$ cat src/include/irq_enable_defines.svh
// Purpose: Constants for the peripheral interrupt enable bank.
// Assumes: 32-bit classic Wishbone, one word per register.
// Notes: Offsets are byte addresses.
//
// Notes on behaviour
// RULE_01: Misc enable bits 7, 5, 4 read zero.
// RULE_02: Misc bit 6 gates comparator request.
// RULE_03: Misc bit 3 gates bus collision request.
// RULE_04: Misc bit 2 gates low-voltage detect request.
// RULE_05: Misc bit 1 gates timer three overflow.
// RULE_06: Misc bit 0 gates capture/compare two.
// RULE_07: CAN bit 7 gates invalid message request.
// RULE_08: CAN bit 6 gates bus wake request.
// RULE_09: CAN bit 5 gates bus error request.
// RULE_10: CAN bits 4..2 gate transmit buffers 2..0.
// RULE_11: CAN bits 1..0 gate receive buffers 1..0.
// RULE_12: Receive buffer zero flag set on new message.
// RULE_13: Request equals flag AND enable; flag untouched.
`ifndef IRQ_ENABLE_DEFINES_SVH
`define IRQ_ENABLE_DEFINES_SVH

// Register byte offsets
`define OFS_MISC_EN 8'h00
`define OFS_CAN_EN 8'h04
`define OFS_STATUS 8'h08
`define OFS_MASK 8'h0C

// Reset values
`define RST_MISC_EN 8'h00
`define RST_CAN_EN 8'hFF
`define RST_STATUS 16'h0000
`define RST_MASK 16'h0000

// Implemented bits of the misc enable register
`define MISC_IMPL_MASK 8'h4F

// Field positions, misc enable register
`define BIT_CMP 6
`define BIT_BCOL 3
`define BIT_LVD 2
`define BIT_TMR3 1
`define BIT_CCP2 0

// Field positions, CAN enable register
`define BIT_INVMSG 7
`define BIT_WAKE 6
`define BIT_CANERR 5
`define BIT_TXB2 4
`define BIT_TXB1 3
`define BIT_TXB0 2
`define BIT_RXB1 1
`define BIT_RXB0 0

// Status and mask layout: CAN group sits above the misc group
`define STAT_CAN_LSB 8

`endif

$ cat src/include/irq_enable_pkg.sv
// Purpose: Types for the peripheral interrupt enable bank.
// Assumes: Constants come from irq_enable_defines.svh.
// Notes: Register select is decoded once and shared.
package irq_enable_pkg;
	typedef logic [7:0] en_byte_t;
	typedef logic [15:0] stat_word_t;
	typedef enum logic [2:0] {
		SEL_NONE = 3'h0,
		SEL_MISC_EN = 3'h1,
		SEL_CAN_EN = 3'h3,
		SEL_STATUS = 3'h2,
		SEL_MASK = 3'h6
	} reg_sel_t;
endpackage : irq_enable_pkg

$ cat src/rtl/peripheral_interrupt_enable_bank.sv
// Purpose: Enable gating of misc and CAN interrupt sources, Wishbone slave.
// Assumes: Event inputs are one-cycle pulses synchronous to clk_i.
// Notes: Status is sticky and cleared by reading it; ack after one cycle.
//
// Implementation choices: the Wishbone register port and the placing of the registers.
`timescale 1ns/10ps
`default_nettype none
`include "irq_enable_defines.svh"

module peripheral_interrupt_enable_bank
	import irq_enable_pkg::*;
#(
	parameter int ADDR_W = 8,
	parameter int DATA_W = 32
) (
	input wire logic clk_i, // System clock, 100 MHz
	input wire logic rst_i, // Synchronous reset, active high
	input wire logic cyc_i, // Wishbone cycle
	input wire logic stb_i, // Wishbone strobe
	input wire logic we_i, // Write enable
	input wire logic [ADDR_W-1:0] adr_i, // Byte address
	input wire logic [3:0] sel_i, // Byte lane selects
	input wire logic [DATA_W-1:0] dat_i, // Write data
	output logic [DATA_W-1:0] dat_o, // Read data
	output logic ack_o, // Acknowledge
	input wire logic [7:0] misc_event_i, // Misc source event pulses
	input wire logic [7:0] can_event_i, // CAN source event pulses
	output logic [7:0] misc_irq_req_o, // Gated misc requests
	output logic [7:0] can_irq_req_o, // Gated CAN requests
	output logic rx_buffer_zero_event_flag_o, // Receive buffer zero flag
	output logic irq_o // Combined interrupt, level
);

	////////////////////////////////////////////////////////////////////////
	// Elaboration checks
	if (DATA_W != 32) begin : g_bad_data
		$error("DATA_W must be 32");
	end
	if (ADDR_W < 4) begin : g_bad_addr
		$error("ADDR_W must be at least 4");
	end

	////////////////////////////////////////////////////////////////////////
	// State
	en_byte_t misc_irq_enable_ff;
	en_byte_t can_irq_enable_ff;
	stat_word_t status_ff;
	stat_word_t mask_ff;
	logic ack_ff;
	logic [DATA_W-1:0] dat_ff;
	logic [7:0] misc_req_ff;
	logic [7:0] can_req_ff;
	logic irq_ff;

	////////////////////////////////////////////////////////////////////////
	// Bus decode
	wire logic bus_req = cyc_i && stb_i && !ack_ff;
	wire logic [7:0] adr_byte = 8'(adr_i);
	wire logic adr_hi_zero = (ADDR_W > 8) ? ((adr_i >> 8) == '0) : 1'b1;
	wire reg_sel_t reg_sel =
		!adr_hi_zero ? SEL_NONE :
		(adr_byte == `OFS_MISC_EN) ? SEL_MISC_EN :
		(adr_byte == `OFS_CAN_EN) ? SEL_CAN_EN :
		(adr_byte == `OFS_STATUS) ? SEL_STATUS :
		(adr_byte == `OFS_MASK) ? SEL_MASK : SEL_NONE;
	wire logic wr_take = bus_req && we_i;
	wire logic rd_take = bus_req && !we_i;
	wire logic wr_misc = wr_take && (reg_sel == SEL_MISC_EN) && sel_i[0];
	wire logic wr_can = wr_take && (reg_sel == SEL_CAN_EN) && sel_i[0];
	wire logic wr_mask_lo = wr_take && (reg_sel == SEL_MASK) && sel_i[0];
	wire logic wr_mask_hi = wr_take && (reg_sel == SEL_MASK) && sel_i[1];
	wire logic rd_status = rd_take && (reg_sel == SEL_STATUS);

	////////////////////////////////////////////////////////////////////////
	// Next values for enables; unimplemented bits never store a one
	wire en_byte_t nxt_misc_irq_enable =
		wr_misc ? (dat_i[7:0] & `MISC_IMPL_MASK) : misc_irq_enable_ff; // RULE_01
	wire en_byte_t nxt_can_irq_enable =
		wr_can ? dat_i[7:0] : can_irq_enable_ff;
	wire stat_word_t nxt_mask = {
		wr_mask_hi ? dat_i[15:8] : mask_ff[15:8],
		wr_mask_lo ? (dat_i[7:0] & `MISC_IMPL_MASK) : mask_ff[7:0]
	};

	////////////////////////////////////////////////////////////////////////
	// Sticky event status; a new event wins over the read clear.
	// Enable writes never touch these flags.
	wire stat_word_t status_set = {can_event_i,
		misc_event_i & `MISC_IMPL_MASK}; // RULE_12
	wire stat_word_t status_clr = rd_status ? status_ff : '0;
	wire stat_word_t nxt_status =
		(status_ff & ~status_clr) | status_set; // RULE_13

	////////////////////////////////////////////////////////////////////////
	// Request gating: a source asks only while flag and enable are one
	wire en_byte_t misc_flags = status_ff[7:0];
	wire en_byte_t can_flags = status_ff[15:`STAT_CAN_LSB];
	// Spelled out per source so each gate can be traced to its enable
	wire en_byte_t nxt_misc_req = {
		1'b0, // RULE_01
		misc_flags[`BIT_CMP] & misc_irq_enable_ff[`BIT_CMP], // RULE_02
		2'b00, // RULE_01
		misc_flags[`BIT_BCOL] & misc_irq_enable_ff[`BIT_BCOL], // RULE_03
		misc_flags[`BIT_LVD] & misc_irq_enable_ff[`BIT_LVD], // RULE_04
		misc_flags[`BIT_TMR3] & misc_irq_enable_ff[`BIT_TMR3], // RULE_05
		misc_flags[`BIT_CCP2] & misc_irq_enable_ff[`BIT_CCP2] // RULE_06
	};
	wire en_byte_t nxt_can_req = {
		can_flags[`BIT_INVMSG] & can_irq_enable_ff[`BIT_INVMSG], // RULE_07
		can_flags[`BIT_WAKE] & can_irq_enable_ff[`BIT_WAKE], // RULE_08
		can_flags[`BIT_CANERR] & can_irq_enable_ff[`BIT_CANERR], // RULE_09
		can_flags[`BIT_TXB2:`BIT_TXB0] &
			can_irq_enable_ff[`BIT_TXB2:`BIT_TXB0], // RULE_10
		can_flags[`BIT_RXB1:`BIT_RXB0] &
			can_irq_enable_ff[`BIT_RXB1:`BIT_RXB0] // RULE_11
	};
	// Combined line also honours the mask, so software can silence a
	// source toward this output without losing its request line
	wire logic nxt_irq = |({nxt_can_req, nxt_misc_req} & mask_ff);

	////////////////////////////////////////////////////////////////////////
	// Read mux; unmapped offsets answer with zero rather than stall
	wire logic [DATA_W-1:0] nxt_dat =
		(reg_sel == SEL_MISC_EN) ? DATA_W'(misc_irq_enable_ff) :
		(reg_sel == SEL_CAN_EN) ? DATA_W'(can_irq_enable_ff) :
		(reg_sel == SEL_STATUS) ? DATA_W'(status_ff) :
		(reg_sel == SEL_MASK) ? DATA_W'(mask_ff) : '0;

	////////////////////////////////////////////////////////////////////////
	// Register update
	always_ff @(posedge clk_i) begin
		if (rst_i) begin
			misc_irq_enable_ff <= `RST_MISC_EN;
			can_irq_enable_ff <= `RST_CAN_EN;
			status_ff <= `RST_STATUS;
			mask_ff <= `RST_MASK;
		end else begin
			misc_irq_enable_ff <= nxt_misc_irq_enable;
			can_irq_enable_ff <= nxt_can_irq_enable;
			status_ff <= nxt_status;
			mask_ff <= nxt_mask;
		end
	end

	////////////////////////////////////////////////////////////////////////
	// Bus answer, one cycle after the request is seen
	always_ff @(posedge clk_i) begin
		if (rst_i) begin
			ack_ff <= 1'b0;
			dat_ff <= '0;
		end else begin
			ack_ff <= bus_req;
			dat_ff <= rd_take ? nxt_dat : '0;
		end
	end

	////////////////////////////////////////////////////////////////////////
	// Registered requests keep every output straight from a flop
	always_ff @(posedge clk_i) begin
		if (rst_i) begin
			misc_req_ff <= 8'h00;
			can_req_ff <= 8'h00;
			irq_ff <= 1'b0;
		end else begin
			misc_req_ff <= nxt_misc_req; // RULE_03
			can_req_ff <= nxt_can_req; // RULE_10
			irq_ff <= nxt_irq;
		end
	end

	////////////////////////////////////////////////////////////////////////
	// Outputs
	assign dat_o = dat_ff;
	assign ack_o = ack_ff;
	assign misc_irq_req_o = misc_req_ff; // RULE_04
	assign can_irq_req_o = can_req_ff; // RULE_11
	assign rx_buffer_zero_event_flag_o = status_ff[`STAT_CAN_LSB + `BIT_RXB0];
	assign irq_o = irq_ff;

	////////////////////////////////////////////////////////////////////////
	// Assertions
	property p_misc_unimpl;
		@(posedge clk_i) disable iff (rst_i)
		(rd_take && reg_sel == SEL_MISC_EN) |=>
			(ack_o && dat_o[7] == 1'b0 && dat_o[5:4] == 2'b00);
	endproperty
	a_misc_unimpl: assert property (p_misc_unimpl) // RULE_01
		else $error("misc enable unimplemented bit read nonzero");

	property p_cmp_gate;
		@(posedge clk_i) disable iff (rst_i)
		misc_irq_req_o[`BIT_CMP] == ($past(misc_flags[`BIT_CMP])
			&& $past(misc_irq_enable_ff[`BIT_CMP]));
	endproperty
	a_cmp_gate: assert property (p_cmp_gate) // RULE_02
		else $error("comparator request not flag and enable");

	property p_bcol_gate;
		@(posedge clk_i) disable iff (rst_i)
		(!misc_irq_enable_ff[`BIT_BCOL]) |=> !misc_irq_req_o[`BIT_BCOL];
	endproperty
	a_bcol_gate: assert property (p_bcol_gate) // RULE_03
		else $error("bus collision request while disabled");

	property p_lvd_gate;
		@(posedge clk_i) disable iff (rst_i)
		(misc_event_i[`BIT_LVD] && misc_irq_enable_ff[`BIT_LVD]
			&& !wr_misc) |=> ##1 misc_irq_req_o[`BIT_LVD];
	endproperty
	a_lvd_gate: assert property (p_lvd_gate) // RULE_04
		else $error("low-voltage request missing two cycles after event");

	property p_tmr3_gate;
		@(posedge clk_i) disable iff (rst_i)
		(!misc_irq_enable_ff[`BIT_TMR3]) |=> !misc_irq_req_o[`BIT_TMR3];
	endproperty
	a_tmr3_gate: assert property (p_tmr3_gate) // RULE_05
		else $error("timer three request while disabled");

	property p_ccp2_gate;
		@(posedge clk_i) disable iff (rst_i)
		misc_irq_req_o[`BIT_CCP2] == ($past(misc_flags[`BIT_CCP2])
			&& $past(misc_irq_enable_ff[`BIT_CCP2]));
	endproperty
	a_ccp2_gate: assert property (p_ccp2_gate) // RULE_06
		else $error("capture/compare two request wrong");

	property p_invmsg_gate;
		@(posedge clk_i) disable iff (rst_i)
		can_irq_req_o[`BIT_INVMSG] == ($past(can_flags[`BIT_INVMSG])
			&& $past(can_irq_enable_ff[`BIT_INVMSG]));
	endproperty
	a_invmsg_gate: assert property (p_invmsg_gate) // RULE_07
		else $error("invalid message request wrong");

	property p_wake_gate;
		@(posedge clk_i) disable iff (rst_i)
		(!can_irq_enable_ff[`BIT_WAKE]) |=> !can_irq_req_o[`BIT_WAKE];
	endproperty
	a_wake_gate: assert property (p_wake_gate) // RULE_08
		else $error("bus wake request while disabled");

	property p_canerr_gate;
		@(posedge clk_i) disable iff (rst_i)
		can_irq_req_o[`BIT_CANERR] == ($past(can_flags[`BIT_CANERR])
			&& $past(can_irq_enable_ff[`BIT_CANERR]));
	endproperty
	a_canerr_gate: assert property (p_canerr_gate) // RULE_09
		else $error("bus error request wrong");

	property p_tx_gate;
		@(posedge clk_i) disable iff (rst_i)
		can_irq_req_o[4:2] ==
			($past(can_flags[4:2]) & $past(can_irq_enable_ff[4:2]));
	endproperty
	a_tx_gate: assert property (p_tx_gate) // RULE_10
		else $error("transmit buffer request wrong");

	property p_rx_gate;
		@(posedge clk_i) disable iff (rst_i)
		can_irq_req_o[1:0] ==
			($past(can_flags[1:0]) & $past(can_irq_enable_ff[1:0]));
	endproperty
	a_rx_gate: assert property (p_rx_gate) // RULE_11
		else $error("receive buffer request wrong");

	property p_rxb0_flag;
		@(posedge clk_i) disable iff (rst_i)
		can_event_i[`BIT_RXB0] |=> rx_buffer_zero_event_flag_o;
	endproperty
	a_rxb0_flag: assert property (p_rxb0_flag) // RULE_12
		else $error("receive buffer zero flag not set by event");

	property p_flag_untouched;
		@(posedge clk_i) disable iff (rst_i)
		((wr_misc || wr_can) && status_set == '0 && !rd_status) |=>
			$stable(status_ff);
	endproperty
	a_flag_untouched: assert property (p_flag_untouched) // RULE_13
		else $error("enable write altered event flags");

	property p_irq_level;
		@(posedge clk_i) disable iff (rst_i)
		irq_o == |({$past(can_flags) & $past(can_irq_enable_ff),
			$past(misc_flags) & $past(misc_irq_enable_ff)} & $past(mask_ff));
	endproperty
	a_irq_level: assert property (p_irq_level) // RULE_13
		else $error("interrupt output mismatch");

	property p_rd_clears;
		@(posedge clk_i) disable iff (rst_i)
		(rd_status && status_set == '0) |=> (status_ff == '0);
	endproperty
	a_rd_clears: assert property (p_rd_clears) // RULE_12
		else $error("status read did not clear the flags");

	property p_misc_write;
		@(posedge clk_i) disable iff (rst_i)
		wr_misc |=>
			(misc_irq_enable_ff == ($past(dat_i[7:0]) & `MISC_IMPL_MASK));
	endproperty
	a_misc_write: assert property (p_misc_write) // RULE_01
		else $error("misc enable write stored wrong value");

	property p_can_write;
		@(posedge clk_i) disable iff (rst_i)
		wr_can |=> (can_irq_enable_ff == $past(dat_i[7:0]));
	endproperty
	a_can_write: assert property (p_can_write) // RULE_07
		else $error("CAN enable write stored wrong value");

	// Absent sources must never leave a flag behind
	property p_misc_flags_zero;
		@(posedge clk_i) disable iff (rst_i)
		(status_ff[7] == 1'b0) && (status_ff[5:4] == 2'b00);
	endproperty
	a_misc_flags_zero: assert property (p_misc_flags_zero) // RULE_01
		else $error("unimplemented misc flag set");

endmodule : peripheral_interrupt_enable_bank
`default_nettype wire

$ cat config.mk
export PLATFORM = sky130hd
export DESIGN_NAME = peripheral_interrupt_enable_bank
export DESIGN_NICKNAME = d
export VERILOG_FILES = /design/src/include/irq_enable_pkg.sv /design/src/rtl/peripheral_interrupt_enable_bank.sv
export VERILOG_INCLUDE_DIRS = /design/src /design/src/include
export SDC_FILE = /design/constraint.sdc
export NUM_CORES = 1
export LEC_CHECK = 0
export BUFFER_PORTS_ARGS = -buffer_cell sky130_fd_sc_hd__buf_2
export CELL_PAD_IN_SITES_DETAIL_PLACEMENT = 1
export CELL_PAD_IN_SITES_GLOBAL_PLACEMENT = 2
export CORE_MARGIN = 1.5
export CORE_UTILIZATION = 25
export CTS_CLUSTER_DIAMETER = 100
export CTS_CLUSTER_SIZE = 8
export DETAILED_ROUTE_END_ITERATION = 16
export GPL_ROUTABILITY_DRIVEN = 1
export PLACE_DENSITY_LB_ADDON = 0.1
export SETUP_SLACK_MARGIN = 0.1
export SLEW_MARGIN = 20
export SYNTH_ARGS = -nofsm -noshare
export SYNTH_HDL_FRONTEND = slang
export SYNTH_SLANG_ARGS = --single-unit
$ cat constraint.sdc
create_clock -name clk_i -period 2 [get_ports clk_i]
set_input_delay 0.4 -clock clk_i [delete_from_list [all_inputs] [get_ports clk_i]]
set_output_delay 0.4 -clock clk_i [all_outputs]
set_load 0.01 [all_outputs]
==> results.yml, run 1 <==
critical_path:
  cp-end-kind: "flop"
  crit_required_ps: 2230
  worstSetupStartpoint: "ack_o$_SDFF_PP0_"
  timing.rr.start: "ack_o$_SDFF_PP0_"
  worstSetupPathType: "reg -> reg"
  worstPathArrival_ps: 1970
  worst-path-max-fanout: 6
  crit_path_start_kind: "flop"
clocking:
  cts_buffers: 9
  clk_pin_slew_ps: 80
  clock_latency_ps: 350
  tritoncts: "built"
  clockRootBuffer: "clkbuf_8"
  holdBufCountCts: 0
  cts_sinks: 73
  cts_max_level: 3
  cts_setup_buffers: 0
  ctsResizeCount: 0
  cts_max_path_buffers: 2
place:
  postPlaceCellArea_um2: 3340
  routabilityCongestion: 0.729
  numPortBuffers: 75
  dp_hpwl_mm: 5.56
  place_inst: 490
routing:
  drtIter0Drc: 95
  drcViolationCount: 0
  finalWirelength_mm: 7.75
  ant_nets: 0
  routedWlPerCell_um: 15.3
  via_per_inst: 4.44
  firstDrtPassIters: 4
  vias: 2244
sta:
  finalCritPeriodShare: 0.870
  slew_viol_final: 0
  setup_viol: 0
  clock_skew_ps: 11.6
  finalHoldViolCount: 0
  fin_crit_ps: 1740
  rsz0062_at_grt: "no"
  max_freq_mhz: 575
floorplan:
  die_h_um: 109
  die_x_um: 109
  start_util: 0.257
  core_um2: 10900
  io_pins: 116
  dieArea_um2: 11800
  row_count: 38
synthesis:
  synthCells: 279
  yosysSeqAreaShare: 0.522
  synth_edf_count: 0
  syn-mean-instance-area_um2: 10.0
  synthArstFlopShare: 0
  syn_area_um2: 2800
  synth_cell_types: 33
  ys.flop_type: "dfxtp_1"
  yosysWarnings: 0
  ys_seq_elements: 73
cells_and_area:
  drive_gt1_frac: 0.318
  nFillCells: 1295
  layoutNonFillerInstCount: 505
  nNetsFinal: 426
  antennaDiodeCount: 0
  areaGrowthSynthToFinish_pct: 27.2
  fin_area_um2: 3560
  seqCellArea_um2: 1460
  multiInputGateArea_um2: 1210
pwr:
  p_leak_nw: 1.67
  powerDensity_nw_per_um2: 854
  irDropWorstVdd_mv: 0.356
status:
  status: "finished clean"
hold_path:
  hold_class: "in -> reg"
  worstHoldStart: "misc_event_i[3]"
run:
  drv_cap: 0
global_route:
  grt_pass1_wl_mm: 12.1
  track_usage: 0.141
  grt_pass1_vias: 2221
  gr-total-overflow: 0
  grt_max_degree: 27
  antenna_found_initial: 0
[placed cells by master, fill, tap and decap left out, types with 9 or more instances in the layout]
master / synthesis / routed
a21oi_1: 9 / 9
dfxtp_1: 73 / 73
nor3_1: 13 / 13
nor2_1: 44 / 44
conb_1: 1 / 19
clkbuf_8: 0 / 10
a22o_1: 13 / 13
buf_2: 3 / 75
buf_4: 19 / 10
nand3_1: 11 / 11
and3_1: 14 / 14
mux2i_1: 26 / 26
[sequential cells by signal (all words and copies together) (netlist names)]
signal              cells
ack_o                   1
irq_o                   1
misc_irq_enable_ff      5
mask_ff                13
dat_o                  16
misc_irq_req_o          5
can_irq_enable_ff       8
can_irq_req_o           8
status_ff              16
[worst max-delay path, stage by stage, from the launching register on]
cell and delay (ps):
dfxtp_1 320, nand3b_1 390, or4_4 680, mux2i_1 190
nor2_1 50
[synthesized netlist by cell type, types with 2 or more instances]
master / count / area [um2]
inv_1: 2 / 7.51
nor2_1: 44 / 165
mux2_2: 5 / 56.3
o22ai_1: 5 / 31.3
buf_2: 3 / 15.0
nand4_1: 4 / 25.0
a21oi_1: 9 / 45.0
a311oi_1: 2 / 17.5
nand3_1: 11 / 55.1
a22oi_1: 3 / 22.5
nor2b_1: 2 / 12.5
nor3_1: 13 / 65.1
dfxtp_1: 73 / 1460
nor4_4: 2 / 42.5
nand2_1: 3 / 11.3
mux2i_1: 26 / 260
a22o_1: 13 / 114
buf_4: 19 / 143
or4_1: 2 / 15.0
and3_1: 14 / 87.6
clkbuf_1: 10 / 37.5
and2_1: 3 / 18.8
[power breakdown]
group          internal [W]  switching [W]  total (W)
Sequential          0.00149      0.0000276    0.00152
Combinational      0.000101       0.000127   0.000228
Clock              0.000728       0.000567    0.00129
[final timing paths]
| check | endpoint | slack [ps] | cells past startpoint |
|---|---|---|---|
| max | misc_irq_enable_ff[3]$_SDFFE_PP0P_ | 260 | 4 |
| max reg2reg | misc_irq_enable_ff[3]$_SDFFE_PP0P_ | 260 | 4 |
| min | status_ff[3]$_SDFF_PP0_ | 280 | 2 |
| min reg2reg | status_ff[5]$_SDFF_PP0_ | 480 | 1 |
[through the flow]
step / hold slack, ps / power, W / util / setup slack [ps] / setup TNS, ps
finish: 277 / 0.00304 / 0.327 / 260 / 0
global route: 260 / 0.00318 / 0.327 / 152 / 0
CTS: 257 / 0.00308 / 0.327 / 264 / 0
detailed placement: 449 / 0.00178 / 0.307 / -17.5 / -22.2
global placement: 448 / 0.00178 / 0.307 / 7.47 / 0
floorplan: 430 / 0.00170 / - / 86.0 / 0
[metal layers]
metal | vias up | global-route usage | wire length, um
met1 | 1057 | 0.185 | 3680
met5 | - | 0 | 0
met2 | 65 | 0.221 | 3590
met4 | 0 | 0.0592 | 143
met3 | 11 | 0.0329 | 339
li1 | 1111 | - | -
[layout make-up]
class | instances | area share
Clock inverter | 5 | 0.0225
Multi-Input combinational cell | 188 | 0.339
Timing Repair Buffer | 87 | 0.138
Sequential cell | 73 | 0.411
Inverter | 2 | 0.00211
Tap cell | 140 | 0.0492
Clock buffer | 10 | 0.0387
[logic make-up after synthesis]
kind of cell	count (synthesis)	synth area share
buffers and inverters	36	0.0778
AND/OR/NAND/NOR	105	0.201
flip-flops	73	0.522
other	1	0.00134
AO/OA/AOI/OAI	33	0.0845
multiplexers	31	0.113
Power figures use the tool's default switching activity.
==> inputs of run 2 (changes only) <==
- CORE_UTILIZATION: 25 -> 28
- clock period: 2 -> 1.86 ns (I/O delays scaled with it)
==> run 2 against run 1 <==
  * Via count rose by 2.8%
  * Non-clock buffer count up 4
  * Critical endpoint is now mask_ff[10]$_SDFFE_PP0P_
  * Clock-buffer cell count down 1
  * Sequential share of layout area shrank 0.46 points
  * Largest power group unchanged
  * Routed wire length up 2.7%
==> results.yml, run 2 (synthesis results as in run 1) <==
hold_path:
  worstHoldStart: "can_event_i[4]"
  hold_class: "in -> reg"
clocking:
  holdBufCountCts: 0
  clockRootBuffer: "clkbuf_8"
  cts_setup_buffers: 0
  tritoncts: "built"
  ctsResizeCount: 0
  cts_sinks: 73
  cts_max_path_buffers: 2
  cts_buffers: 9
  cts_max_level: 3
  clk_pin_slew_ps: 90
  clock_latency_ps: 360
sta:
  finalCritPeriodShare: 0.855
  max_freq_mhz: 629
  clock_skew_ps: 16.3
  rsz0062_at_grt: "no"
  worst_slack_ps: 270
  fin_crit_ps: 1590
  setup_viol: 0
  slew_viol_final: 0
  finalHoldViolCount: 0
routing:
  firstDrtPassIters: 4
  routedWlPerCell_um: 15.8
  drtIter0Drc: 78
  finalWirelength_mm: 7.96
  drcViolationCount: 0
  ant_nets: 0
  vias: 2307
  via_per_inst: 4.59
global_route:
  track_usage: 0.160
  grt_pass1_vias: 2319
  grt_pass1_wl_mm: 12.3
  grt_max_degree: 24
  gr-total-overflow: 0
  antenna_found_initial: 0
cells_and_area:
  nFillCells: 1146
  nNetsFinal: 430
  final_common_cell: "buf_2"
  layout_common_cells: "buf_2, dfxtp_1, nor2_1"
  layoutNonFillerInstCount: 503
  areaGrowthSynthToFinish_pct: 28.6
  drive_gt1_frac: 0.327
  antennaDiodeCount: 0
  utilization: 0.370
  fin_area_um2: 3600
pwr:
  finalPower_w: 0.00318
  powerDensity_nw_per_um2: 883
  irDropWorstVdd_mv: 0.287
  p_leak_nw: 1.69
critical_path:
  cp-end-kind: "flop"
  crit_required_ps: 2100
  cp_top_family: "simple AND/OR/NAND/NOR gates"
  cp_cell_sequence: "buf_2 -> or4_4 -> buf_12 -> nor4_4 -> buf_12 -> mux2i_1 -> nor2_1"
  critPathBufInv: 3
  cpMaxStageDelayCell: "or4_4"
  slowest_delay_ps: 600
  worstPathArrival_ps: 1830
  worst-path-max-fanout: 8
  crit_path_start_kind: "primary input"
  worstSetupPathType: "in -> reg"
  timing.rr.start: "ack_o$_SDFF_PP0_"
  worstSetupStartpoint: "adr_i[7]"
  path_common_cell: "buf_12"
status:
  status: "finished clean"
run:
  drv_cap: 0
place:
  routabilityCongestion: 0.711
  postPlaceCellArea_um2: 3400
  numPortBuffers: 75
  place_inst: 487
  dp_slack_ps: -105
  dp_hpwl_mm: 5.70
floorplan:
  dieArea_um2: 10600
  row_count: 36
  die_h_um: 103
  die_x_um: 103
  core_um2: 9730
  io_pins: 116
  start_util: 0.288
==> run 2: layer usage <==
| metal | GRT usage | part of all wire | vias up | wire length (um) |
|---|---|---|---|---|
| met3 | 0.0366 | 0.043 | 11 | 345 |
| met1 | 0.206 | 0.46 | 1112 | 3700 |
| li1 | - | - | 1122 | - |
| met5 | 0 | 0 | - | 0 |
| met4 | 0.0686 | 0.019 | 0 | 150 |
| met2 | 0.258 | 0.47 | 62 | 3760 |
==> run 2: path summary, 6_finish.rpt <==
check                                   to  cells after the start  slack [ps]
hold / removal    status_ff[12]$_SDFF_PP0_                      2         230
setup / recovery  mask_ff[10]$_SDFFE_PP0P_                      7         270
hold reg to reg    status_ff[5]$_SDFF_PP0_                      1         470
setup reg to reg   mask_ff[2]$_SDFFE_PP0P_                      5         310
==> run 2: per-stage QoR <==
stage               hold slack (ps)  setup TNS (ps)
floorplan                       435            -402
global placement                447           -1830
detailed placement              452           -2330
CTS                             210               0
global route                    208               0
finish                          230               0
==> run 2: final cells by class <==
type	instances	area, um2	share of cell area
Sequential cell	73	1460	0.406
Clock buffer	9	124	0.0344
Multi-Input combinational cell	188	1210	0.338
Timing Repair Buffer	91	546	0.152
Tap cell	133	166	0.0462
Clock inverter	7	78.8	0.0219
Inverter	2	7.51	0.00209
==> run 2: where the power goes <==
group	switching, W	leakage [nW]	internal (W)
logic	0.000139	0.994	0.000116
clock network	0.000659	0.104	0.000631
registers	0.0000305	0.595	0.00160
